**src/rtl/dbd_pkg.sv**
```systemverilog
// constants, types and state codes shared by the dual byte driver with boundary scan
//
// Function
// - two 9-bit channels, outputs follow inputs uninverted
// - byte drives only when both enables low
// - input pins get observe-only cells, path untouched
// - output pins get observe-and-control cells
// - active-high internal enable per byte, controllable cell
// - each internal enable governs only its byte
// - bypass is one stage capturing zero
// - 8-bit instruction register captures fixed 01-ending value
// - no identification register; captured value identifies
// - decode extest, clamp, highz, sample; others bypass
// - boundary register is one 42-cell chain
// - boundary order: enables, inputs, outputs descending
// - four-wire test port sequenced by external controller
package dbd_pkg;

  // ****************************************************************
  // widths and lengths
  // ****************************************************************
  localparam int DATA_W = 9;     // bits per byte lane
  localparam int IR_LEN = 8;     // instruction register length
  localparam int BSR_LEN = 42;   // boundary register length
  localparam int SYNC_STAGES = 2; // flip-flops on every input pin

  // ****************************************************************
  // boundary register positions
  // ****************************************************************
  localparam int BSR_ONE_EN_FIRST = 41;
  localparam int BSR_ONE_EN_SECOND = 40;
  localparam int BSR_ONE_INTERNAL = 39;
  localparam int BSR_TWO_EN_FIRST = 38;
  localparam int BSR_TWO_EN_SECOND = 37;
  localparam int BSR_TWO_INTERNAL = 36;
  localparam int BSR_ONE_IN_TOP = 35;  // input 0 here, input 8 at 27
  localparam int BSR_TWO_IN_TOP = 26;  // input 0 here, input 8 at 18
  localparam int BSR_ONE_OUT_TOP = 17; // output 0 here, output 8 at 9
  localparam int BSR_TWO_OUT_TOP = 8;  // output 0 here, output 8 at 0

  // ****************************************************************
  // instruction codes and reset values
  // ****************************************************************
  localparam logic [7:0] INS_EXTEST = 8'h00;
  localparam logic [7:0] INS_CLAMP = 8'h82;
  localparam logic [7:0] INS_HIGHZ = 8'h03;
  // captured pattern doubles as sample/preload code; value is arbitrary
  localparam logic [7:0] IR_CAPTURE_DEFAULT = 8'h45;
  localparam logic [7:0] IR_RESET = 8'hFF;     // bypass after test reset
  localparam logic [41:0] BSR_RESET = 42'h000_0000_0000;

  // ****************************************************************
  // test access port states, one-hot
  // ****************************************************************
  typedef enum logic [15:0] {
    ST_RESET    = 16'h0001,
    ST_IDLE     = 16'h0002,
    ST_SEL_DR   = 16'h0004,
    ST_CAP_DR   = 16'h0008,
    ST_SH_DR    = 16'h0010,
    ST_EX1_DR   = 16'h0020,
    ST_PAUSE_DR = 16'h0040,
    ST_EX2_DR   = 16'h0080,
    ST_UPD_DR   = 16'h0100,
    ST_SEL_IR   = 16'h0200,
    ST_CAP_IR   = 16'h0400,
    ST_SH_IR    = 16'h0800,
    ST_EX1_IR   = 16'h1000,
    ST_PAUSE_IR = 16'h2000,
    ST_EX2_IR   = 16'h4000,
    ST_UPD_IR   = 16'h8000
  } dbd_tap_state_t;

  // ****************************************************************
  // carriers
  // ****************************************************************
  typedef struct packed {
    logic one_en_first_n;
    logic one_en_second_n;
    logic two_en_first_n;
    logic two_en_second_n;
    logic [8:0] one_data;
    logic [8:0] two_data;
  } dbd_sys_in_t;

  typedef struct packed {
    logic tck;
    logic tms;
    logic tdi;
  } dbd_tap_in_t;

endpackage

```
**src/rtl/dbd_sync.sv**
```systemverilog
// two-stage synchroniser for pins arriving from outside the clock domain
`timescale 1ns/100ps
`default_nettype none
module dbd_sync #(
  parameter int W = 1
) (
  // clock and reset
  input wire logic clk,
  input wire logic rst,
  input wire logic ce,
  // data
  input wire logic [W-1:0] d,
  output logic [W-1:0] q
);

  logic [W-1:0] meta; // first stage, read only by the second
  logic [W-1:0] next_meta;
  logic [W-1:0] next_q;

  // next values: plain shift
  always_comb begin
    next_meta = d;
    next_q = meta;
  end

  // registers, frozen while ce is low
  always_ff @(posedge clk or posedge rst) begin
    if (rst) begin
      meta <= '0;
      q <= '0;
    end else if (ce) begin
      meta <= next_meta;
      q <= next_q;
    end
  end

endmodule
`default_nettype wire

```
**src/rtl/dbd_tap_fsm.sv**
```systemverilog
// test access port state machine, advanced on each detected test clock rise
`timescale 1ns/100ps
`default_nettype none
module dbd_tap_fsm (
  // clock and reset
  input wire logic clk,
  input wire logic rst,
  input wire logic ce,
  // sampled test port
  input wire logic tck_rise,
  input wire logic tms,
  // state
  output dbd_pkg::dbd_tap_state_t state
);

  dbd_pkg::dbd_tap_state_t next_state;

  // standard sixteen-state walk, one step per test clock rise
  always_comb begin
    next_state = state;
    if (tck_rise) begin
      unique case (state)
        dbd_pkg::ST_RESET:    next_state = tms ? dbd_pkg::ST_RESET : dbd_pkg::ST_IDLE;
        dbd_pkg::ST_IDLE:     next_state = tms ? dbd_pkg::ST_SEL_DR : dbd_pkg::ST_IDLE;
        dbd_pkg::ST_SEL_DR:   next_state = tms ? dbd_pkg::ST_SEL_IR : dbd_pkg::ST_CAP_DR;
        dbd_pkg::ST_CAP_DR:   next_state = tms ? dbd_pkg::ST_EX1_DR : dbd_pkg::ST_SH_DR;
        dbd_pkg::ST_SH_DR:    next_state = tms ? dbd_pkg::ST_EX1_DR : dbd_pkg::ST_SH_DR;
        dbd_pkg::ST_EX1_DR:   next_state = tms ? dbd_pkg::ST_UPD_DR : dbd_pkg::ST_PAUSE_DR;
        dbd_pkg::ST_PAUSE_DR: next_state = tms ? dbd_pkg::ST_EX2_DR : dbd_pkg::ST_PAUSE_DR;
        dbd_pkg::ST_EX2_DR:   next_state = tms ? dbd_pkg::ST_UPD_DR : dbd_pkg::ST_SH_DR;
        dbd_pkg::ST_UPD_DR:   next_state = tms ? dbd_pkg::ST_SEL_DR : dbd_pkg::ST_IDLE;
        dbd_pkg::ST_SEL_IR:   next_state = tms ? dbd_pkg::ST_RESET : dbd_pkg::ST_CAP_IR;
        dbd_pkg::ST_CAP_IR:   next_state = tms ? dbd_pkg::ST_EX1_IR : dbd_pkg::ST_SH_IR;
        dbd_pkg::ST_SH_IR:    next_state = tms ? dbd_pkg::ST_EX1_IR : dbd_pkg::ST_SH_IR;
        dbd_pkg::ST_EX1_IR:   next_state = tms ? dbd_pkg::ST_UPD_IR : dbd_pkg::ST_PAUSE_IR;
        dbd_pkg::ST_PAUSE_IR: next_state = tms ? dbd_pkg::ST_EX2_IR : dbd_pkg::ST_PAUSE_IR;
        dbd_pkg::ST_EX2_IR:   next_state = tms ? dbd_pkg::ST_UPD_IR : dbd_pkg::ST_SH_IR;
        dbd_pkg::ST_UPD_IR:   next_state = tms ? dbd_pkg::ST_SEL_DR : dbd_pkg::ST_IDLE;
        // a corrupted one-hot code falls back to test reset
        default:              next_state = dbd_pkg::ST_RESET;
      endcase
    end
  end

  // state register
  always_ff @(posedge clk or posedge rst) begin
    if (rst) begin
      state <= dbd_pkg::ST_RESET;
    end else if (ce) begin
      state <= next_state;
    end
  end

endmodule
`default_nettype wire

```
**src/rtl/dbd_top.sv**
```systemverilog
// dual 9-bit non-inverting driver with boundary-scan test logic, sampled test port
`timescale 1ns/100ps
`default_nettype none
module dbd_top #(
  // captured instruction value, also the sample/preload code
  parameter logic [7:0] IR_CAPTURE = dbd_pkg::IR_CAPTURE_DEFAULT
) (
  // clock, reset, enable
  input wire logic REF_CLK,
  input wire logic RESET,
  input wire logic CE,
  // test access port
  input wire logic TCK,
  input wire logic TMS,
  input wire logic TDI,
  output logic TDO,
  output logic TDO_OE_N,
  // side one system pins
  input wire logic [8:0] SIDE_ONE_DATA_IN,
  input wire logic SIDE_ONE_ENABLE_FIRST_N,
  input wire logic SIDE_ONE_ENABLE_SECOND_N,
  output logic [8:0] SIDE_ONE_DATA_OUT,
  output logic [8:0] SIDE_ONE_DATA_OE_N,
  // side two system pins
  input wire logic [8:0] SIDE_TWO_DATA_IN,
  input wire logic SIDE_TWO_ENABLE_FIRST_N,
  input wire logic SIDE_TWO_ENABLE_SECOND_N,
  output logic [8:0] SIDE_TWO_DATA_OUT,
  output logic [8:0] SIDE_TWO_DATA_OE_N
);

  // ****************************************************************
  // functions
  // ****************************************************************

  // snapshot of every cell's observed value for capture-dr
  function automatic logic [41:0] capture_bsr(input dbd_pkg::dbd_sys_in_t p);
    logic [41:0] v;
    v = dbd_pkg::BSR_RESET;
    // input pins are only observed, never steered
    v[dbd_pkg::BSR_ONE_EN_FIRST] = p.one_en_first_n;
    v[dbd_pkg::BSR_ONE_EN_SECOND] = p.one_en_second_n;
    v[dbd_pkg::BSR_TWO_EN_FIRST] = p.two_en_first_n;
    v[dbd_pkg::BSR_TWO_EN_SECOND] = p.two_en_second_n;
    // control cells see the functional active-high enables
    v[dbd_pkg::BSR_ONE_INTERNAL] = func_enable(p.one_en_first_n, p.one_en_second_n);
    v[dbd_pkg::BSR_TWO_INTERNAL] = func_enable(p.two_en_first_n, p.two_en_second_n);
    for (int i = 0; i < dbd_pkg::DATA_W; i++) begin
      v[dbd_pkg::BSR_ONE_IN_TOP - i] = p.one_data[i];
      v[dbd_pkg::BSR_TWO_IN_TOP - i] = p.two_data[i];
      v[dbd_pkg::BSR_ONE_OUT_TOP - i] = p.one_data[i];
      v[dbd_pkg::BSR_TWO_OUT_TOP - i] = p.two_data[i]; // output 8 lands on bit 0
    end
    return v;
  endfunction

  // byte enable: both pins low
  function automatic logic func_enable(input logic first_n, input logic second_n);
    return ~(first_n | second_n);
  endfunction

  // pick a byte's output cells from the update stage, output 0 highest
  function automatic logic [8:0] out_cells(input logic [41:0] v, input int top);
    logic [8:0] r;
    r = '0;
    for (int i = 0; i < dbd_pkg::DATA_W; i++) begin
      r[i] = v[top - i];
    end
    return r;
  endfunction

  // ****************************************************************
  // pin synchronisers and test clock edges
  // ****************************************************************
  dbd_pkg::dbd_sys_in_t sys_raw; // system pins as arrived
  dbd_pkg::dbd_sys_in_t sys;     // system pins after two flops
  dbd_pkg::dbd_tap_in_t tap_raw; // test pins as arrived
  dbd_pkg::dbd_tap_in_t tap;     // test pins after two flops
  logic tck_prev;                // synced test clock, one cycle older
  logic tck_rise;                // rising test clock edge seen this cycle
  logic tck_fall;                // falling test clock edge seen this cycle

  assign sys_raw = '{one_en_first_n: SIDE_ONE_ENABLE_FIRST_N, one_en_second_n: SIDE_ONE_ENABLE_SECOND_N,
                     two_en_first_n: SIDE_TWO_ENABLE_FIRST_N, two_en_second_n: SIDE_TWO_ENABLE_SECOND_N,
                     one_data: SIDE_ONE_DATA_IN, two_data: SIDE_TWO_DATA_IN};
  assign tap_raw = '{tck: TCK, tms: TMS, tdi: TDI};

  // system pins; they add two cycles of latency to the data path
  dbd_sync #(.W($bits(dbd_pkg::dbd_sys_in_t))) u_sys_sync (
    .clk(REF_CLK),
    .rst(RESET),
    .ce(CE),
    .d(sys_raw),
    .q(sys)
  );

  // test port pins; tms and tdi stay aligned with tck through equal stages
  dbd_sync #(.W($bits(dbd_pkg::dbd_tap_in_t))) u_tap_sync (
    .clk(REF_CLK),
    .rst(RESET),
    .ce(CE),
    .d(tap_raw),
    .q(tap)
  );

  assign tck_rise = tap.tck & ~tck_prev;
  assign tck_fall = ~tap.tck & tck_prev;

  // ****************************************************************
  // test access port controller
  // ****************************************************************
  dbd_pkg::dbd_tap_state_t state;

  dbd_tap_fsm u_fsm (
    .clk(REF_CLK),
    .rst(RESET),
    .ce(CE),
    .tck_rise(tck_rise),
    .tms(tap.tms),
    .state(state)
  );

  // ****************************************************************
  // instruction decode
  // ****************************************************************
  logic [7:0] ir;       // current instruction
  logic sel_bsr;        // boundary register between tdi and tdo
  logic test_ctrl;      // update stages own the system outputs
  logic highz;          // every system output floats

  // codes outside the table select bypass
  always_comb begin
    sel_bsr = (ir == dbd_pkg::INS_EXTEST) || (ir == IR_CAPTURE);
    test_ctrl = (ir == dbd_pkg::INS_EXTEST) || (ir == dbd_pkg::INS_CLAMP);
    highz = (ir == dbd_pkg::INS_HIGHZ);
  end

  // ****************************************************************
  // scan registers
  // ****************************************************************
  logic [7:0] ir_shift;        // instruction shift stage
  logic [41:0] boundary_register;            // boundary register shift/capture stage
  logic [41:0] upd;            // boundary update stage
  logic byp;                   // bypass stage
  logic tdo_q;                 // serial output flop
  logic tdo_oe_n_q;            // serial output enable flop, low drives
  logic [7:0] next_ir;
  logic [7:0] next_ir_shift;
  logic [41:0] next_bsr;
  logic [41:0] next_upd;
  logic next_byp;
  logic next_tdo;
  logic next_tdo_oe_n;
  logic next_tck_prev;
  logic in_shift;              // in shift-ir or shift-dr

  // capture and shift on rising test clock, update and output on falling
  always_comb begin
    next_ir = ir;
    next_ir_shift = ir_shift;
    next_bsr = boundary_register;
    next_upd = upd;
    next_byp = byp;
    next_tdo = tdo_q;
    next_tdo_oe_n = tdo_oe_n_q;
    next_tck_prev = tap.tck;
    in_shift = (state == dbd_pkg::ST_SH_IR) || (state == dbd_pkg::ST_SH_DR);
    if (tck_rise) begin
      unique case (state)
        dbd_pkg::ST_CAP_IR: next_ir_shift = IR_CAPTURE; // pseudo identity
        dbd_pkg::ST_SH_IR: next_ir_shift = {tap.tdi, ir_shift[7:1]};
        dbd_pkg::ST_CAP_DR: begin
          if (sel_bsr) begin
            next_bsr = capture_bsr(sys);
          end else begin
            next_byp = 1'b0; // bypass captures zero
          end
        end
        dbd_pkg::ST_SH_DR: begin
          if (sel_bsr) begin
            next_bsr = {tap.tdi, boundary_register[41:1]}; // one 42-cell chain
          end else begin
            next_byp = tap.tdi;
          end
        end
        default: begin
          // other states hold the shift stages
        end
      endcase
    end
    if (tck_fall) begin
      // update-ir loads the instruction; test reset forces bypass
      if (state == dbd_pkg::ST_UPD_IR) begin
        next_ir = ir_shift;
      end else if (state == dbd_pkg::ST_RESET) begin
        next_ir = dbd_pkg::IR_RESET;
      end
      // only boundary instructions may preload the update stage
      if ((state == dbd_pkg::ST_UPD_DR) && sel_bsr) begin
        next_upd = boundary_register;
      end
      // serial output moves on the falling edge, floats outside shift
      next_tdo_oe_n = ~in_shift;
      if (state == dbd_pkg::ST_SH_IR) begin
        next_tdo = ir_shift[0];
      end else if (state == dbd_pkg::ST_SH_DR) begin
        next_tdo = sel_bsr ? boundary_register[0] : byp;
      end
    end
  end

  // scan registers; update stage holds across test reset so preloads survive
  always_ff @(posedge REF_CLK or posedge RESET) begin
    if (RESET) begin
      ir <= dbd_pkg::IR_RESET;
      ir_shift <= dbd_pkg::IR_RESET;
      boundary_register <= dbd_pkg::BSR_RESET;
      upd <= dbd_pkg::BSR_RESET;
      byp <= 1'b0;
      tdo_q <= 1'b0;
      tdo_oe_n_q <= 1'b1;
      tck_prev <= 1'b0;
    end else if (CE) begin
      ir <= next_ir;
      ir_shift <= next_ir_shift;
      boundary_register <= next_bsr;
      upd <= next_upd;
      byp <= next_byp;
      tdo_q <= next_tdo;
      tdo_oe_n_q <= next_tdo_oe_n;
      tck_prev <= next_tck_prev;
    end
  end

  assign TDO = tdo_q;
  assign TDO_OE_N = tdo_oe_n_q;

  // ****************************************************************
  // system output path
  // ****************************************************************
  logic [8:0] next_one_out;
  logic [8:0] next_two_out;
  logic [8:0] next_one_oe_n;
  logic [8:0] next_two_oe_n;
  logic one_en;   // side one internal enable, active high
  logic two_en;   // side two internal enable, active high

  // functional path or update stages; each enable reaches its own byte only
  always_comb begin
    if (test_ctrl) begin
      one_en = upd[dbd_pkg::BSR_ONE_INTERNAL];
      two_en = upd[dbd_pkg::BSR_TWO_INTERNAL];
      next_one_out = out_cells(upd, dbd_pkg::BSR_ONE_OUT_TOP);
      next_two_out = out_cells(upd, dbd_pkg::BSR_TWO_OUT_TOP);
    end else begin
      one_en = func_enable(sys.one_en_first_n, sys.one_en_second_n);
      two_en = func_enable(sys.two_en_first_n, sys.two_en_second_n);
      next_one_out = sys.one_data; // no inversion
      next_two_out = sys.two_data;
    end
    // highz floats everything whatever the cells hold
    next_one_oe_n = {dbd_pkg::DATA_W{~one_en | highz}};
    next_two_oe_n = {dbd_pkg::DATA_W{~two_en | highz}};
  end

  // output flops; outputs float during reset, then drive zeros since the synchronisers reset the enables low
  always_ff @(posedge REF_CLK or posedge RESET) begin
    if (RESET) begin
      SIDE_ONE_DATA_OUT <= '0;
      SIDE_TWO_DATA_OUT <= '0;
      SIDE_ONE_DATA_OE_N <= '1;
      SIDE_TWO_DATA_OE_N <= '1;
    end else if (CE) begin
      SIDE_ONE_DATA_OUT <= next_one_out;
      SIDE_TWO_DATA_OUT <= next_two_out;
      SIDE_ONE_DATA_OE_N <= next_one_oe_n;
      SIDE_TWO_DATA_OE_N <= next_two_oe_n;
    end
  end

endmodule
`default_nettype wire

```
**config.mk**
```make
export PLATFORM = sky130hd
export DESIGN_NAME = dbd_top
export DESIGN_NICKNAME = d
export VERILOG_FILES = /design/src/rtl/dbd_pkg.sv /design/src/rtl/dbd_sync.sv /design/src/rtl/dbd_tap_fsm.sv /design/src/rtl/dbd_top.sv
export SDC_FILE = /design/constraint.sdc
export NUM_CORES = 1
export LEC_CHECK = 0
export ABC_CLOCK_PERIOD_IN_PS = 7000
export BUFFER_PORTS_ARGS = -buffer_cell sky130_fd_sc_hd__buf_4
export CAP_MARGIN = 5
export CORE_UTILIZATION = 50
export DETAILED_ROUTE_END_ITERATION = 8
export PLACE_DENSITY = 0.69
export SYNTH_ARGS = -nofsm -noshare
export SYNTH_HDL_FRONTEND = slang
export SYNTH_SLANG_ARGS = --single-unit
```
**constraint.sdc**
```tcl
create_clock -name REF_CLK -period 7 [get_ports REF_CLK]
set_input_delay 0.7 -clock REF_CLK [delete_from_list [all_inputs] [get_ports REF_CLK]]
set_output_delay 0.7 -clock REF_CLK [all_outputs]
set_load 0.01 [all_outputs]
```
==> metrics.txt <==
dominant cell by count in the synthesized netlist dfrtp_1; drt wl/cell ~17 um; I/O pin cnt 66; Placeable Area ~0.015 sq mm; synthesized area around 0.0079 sq mm; first-pass GRT wire length 25.4 mm; number of global-route vias before repair ~5000; share of post-route cells with drive strength above 1 between 30% and 40%; Worst-Skew Late Latency roughly 0.43 ns; Worst-path clk slew around 0.060 ns; die area roughly 0.016 sq mm; Area contributors post-synth dfrtp_1 47%, mux2_1 8.7%, mux2_2 7.7%; MaxCap Viol Count 0; WS Path Type reg -> reg; Die Y between 100 and 150 um; Synth Area per Inst ~13 sq um; initial core utilization around 52%; net total in the final layout ~660; Synth Area in Simple Gates under 10%; Placer Congestion approximately 0.8; area share of fa/ha/maj cells after synthesis 0%; via count 4710; Max IR drop VDD 0.186 mV; CTS Root Cell clkbuf_16; CTS Sinks between 150 and 200; Rel. slew slack about a fifth; dpl cells 828; Async S/R FF share, synth between 90% and 100%; min cycle time layout 3.12 ns; Slew @ Worst Pin ~1.2 ns; CTS resizes 0; final worst-path cycle share about 45%; HPWL Detailed just under 10 mm; Final Hold Fails 0; CP required roughly 7.3 ns; critical path endpoint category flip-flop; Fmax about 320 MHz; status finished, final reports clean; crit-path max FO between 40 and 50; Syn Inst Count 600; Ant. Diodes 0; final hold slack between 0.4 and 0.5 ns; worst min path class in -> async; DP Area approximately 0.0084 sq mm; grt ovf 0; mux contribution to synthesized area 26.6%; Routed Antenna Nets 0; Area growth syn-to-layout 13.4%; Seq/Total Area, Yosys a little over half; Total Neg Setup Slack 0 ns; area leader, netlist dfrtp_1; initial antenna violation count 0; final wirelength ~15 mm; number of distinct library cells after synthesis 56; main flop type after synthesis dfrtp_1; CP Data Arrival Time about 3.4 ns; skew final 0.00816 ns; Post-CTS Hold Buffers 0; FF+latch count, synth around 170; Post CTS Setup Buffer Count 0; pin count of the biggest net entering global routing 92; area share of xor/xnor cells in the synthesized design 0.884%; total track usage between 20% and 30%; largest family of logic cells by synthesized area multiplexers; Startpoint Class flip-flop; DRC errors left 0; P_leak 4.25 nW; CTS buffer count 17; drt pass-1 iters 4; Pwr Density approximately 280 mW/mm^2; Tot Pwr approximately 0.0025 W; Yosys warnings 0; Die Wd 128 um; post-DR vias/cell ~5.5; crit path max-delay cell type and4bb_2; Post-synth top cells 148 x dfrtp_1, 61 x mux2_1, 54 x mux2_2, 40 x mux2_4, 37 x nor2_1; post-synthesis compound-gate area fraction under 10%; RSZ-0062 raised after global routing no; fin cells 860; port bufs 65; crit-path cells nor4_4 > and4_4 > and4bb_2 > mux2_1 > mux2_4; Finished Cell Area between 0.008 and 0.009 sq mm; max-slew violations 0; crit-path max cell delay around 1 ns; CTS tree done; Syn Nets about 630; number of synthesized flops with an enable pin 0; clock buffer depth 2; H-tree depth 4; 1st-iter DRT viols roughly 420; Std-Cell Rows 45; Yosys top cell area share between 40 and 50%; Final setup viols 0
## logic make-up (layout without fill, tap and decap cells)
kind of cell,count (synthesis),in the layout
DFF,168,168
muxes,176,176
and+or+nand+nor,128,128
AOI/OAI and AO/OA,61,61
xor gates and xnor gates,8,8
buffers and inverters,59,108
## path summary, 6_finish.rpt
kind,from,to,slack (ns),cells after the start
worst max-delay path,u_fsm.state[8],boundary_register[37],3.88,5
worst min-delay path,RESET,u_sys_sync.meta[2],0.44,2
worst max register to register,u_fsm.state[8],boundary_register[37],3.88,5
worst min register to register,ir_shift[3],ir_shift[3],0.47,2
max in group asynchronous,RESET,u_fsm.state[10],5.05,3
min in group REF_CLK,ir_shift[3],ir_shift[3],0.47,2
## metrics by stage
stage	utilization [%]	worst slack, ns
global placement	54.7	3.86
floorplan	-	1.79
global route	58.7	3.71
CTS	58.7	3.87
detailed placement	54.7	3.84
finish	58.7	3.88
## worst max-delay path: cells and delay by family, from the launching register on
kind             cells  cell delay (ns)
multiplexers         2             0.68
AND/OR/NAND/NOR      3             1.75
flip-flops           1             0.53
## final cells by class
| cell class | instances | area, sq um |
|---|---|---|
| fillers | 1269 | 6330 |
| repair buffers | 69 | 518 |
| flip-flops and latches | 168 | 4230 |
| multi-input cells | 373 | 3340 |
| well taps | 211 | 264 |
| inverters | 7 | 31.3 |
| clock inverters | 9 | 114 |
| clock buffers | 23 | 488 |
## metal layers
| metal | global-route usage [%] | routed length (um) | vias up | share of wire, % |
|---|---|---|---|---|
| met1 | 28.4 | 7390 | 2412 | 50 |
| met4 | 7.27 | 199 | 0 | 1.3 |
| met3 | 3.88 | 352 | 16 | 2.4 |
| li1 | - | - | 2218 | - |
| met5 | 0 | 0 | - | 0 |
| met2 | 30.6 | 6940 | 64 | 47 |
## state kept, by name, indices dropped and copies added (netlist names), 3 cells and up
name               count
boundary_register     42
u_sys_sync.meta       22
u_sys_sync.q          22
upd                   20
u_fsm.state           16
SIDE_ONE_DATA_OUT      9
SIDE_TWO_DATA_OUT      9
ir                     8
ir_shift               8
u_tap_sync.meta        3
u_tap_sync.q           3
## layout by cell type (no fill, tap or decap), drive strengths merged, types with 2 or more instances in the layout
cell type,Yosys,routed
mux2i,21,21
or3,5,5
dfstp,20,20
nand3,10,10
buf,32,69
a21oi,21,21
clkinvlp,0,3
bufinv,0,2
or4,4,4
nand4,6,6
nand2,33,33
o22a,10,10
mux2,155,155
nor3,9,9
nand4b,2,2
nor4b,2,2
nor3b,2,2
inv,7,9
nand3b,3,3
nor4,6,6
dfrtp,148,148
a22o,3,3
o211ai,2,2
xnor2,5,5
clkbuf,20,23
nor2,37,37
o21ai,5,5
clkinv,0,2
nand2b,2,2
o41ai,3,3
and4,3,3
o31ai,9,9
xor2,3,3
## report_power, final
group | internal [W] | switching, W | total, W
clock | 0.000566 | 0.000384 | 0.000950
combinational | 0.000208 | 0.000213 | 0.000421
sequential | 0.00108 | 0.0000944 | 0.00117
total | 0.00185 | 0.000691 | 0.00254
No activity file was read; power rests on OpenSTA's default activity.
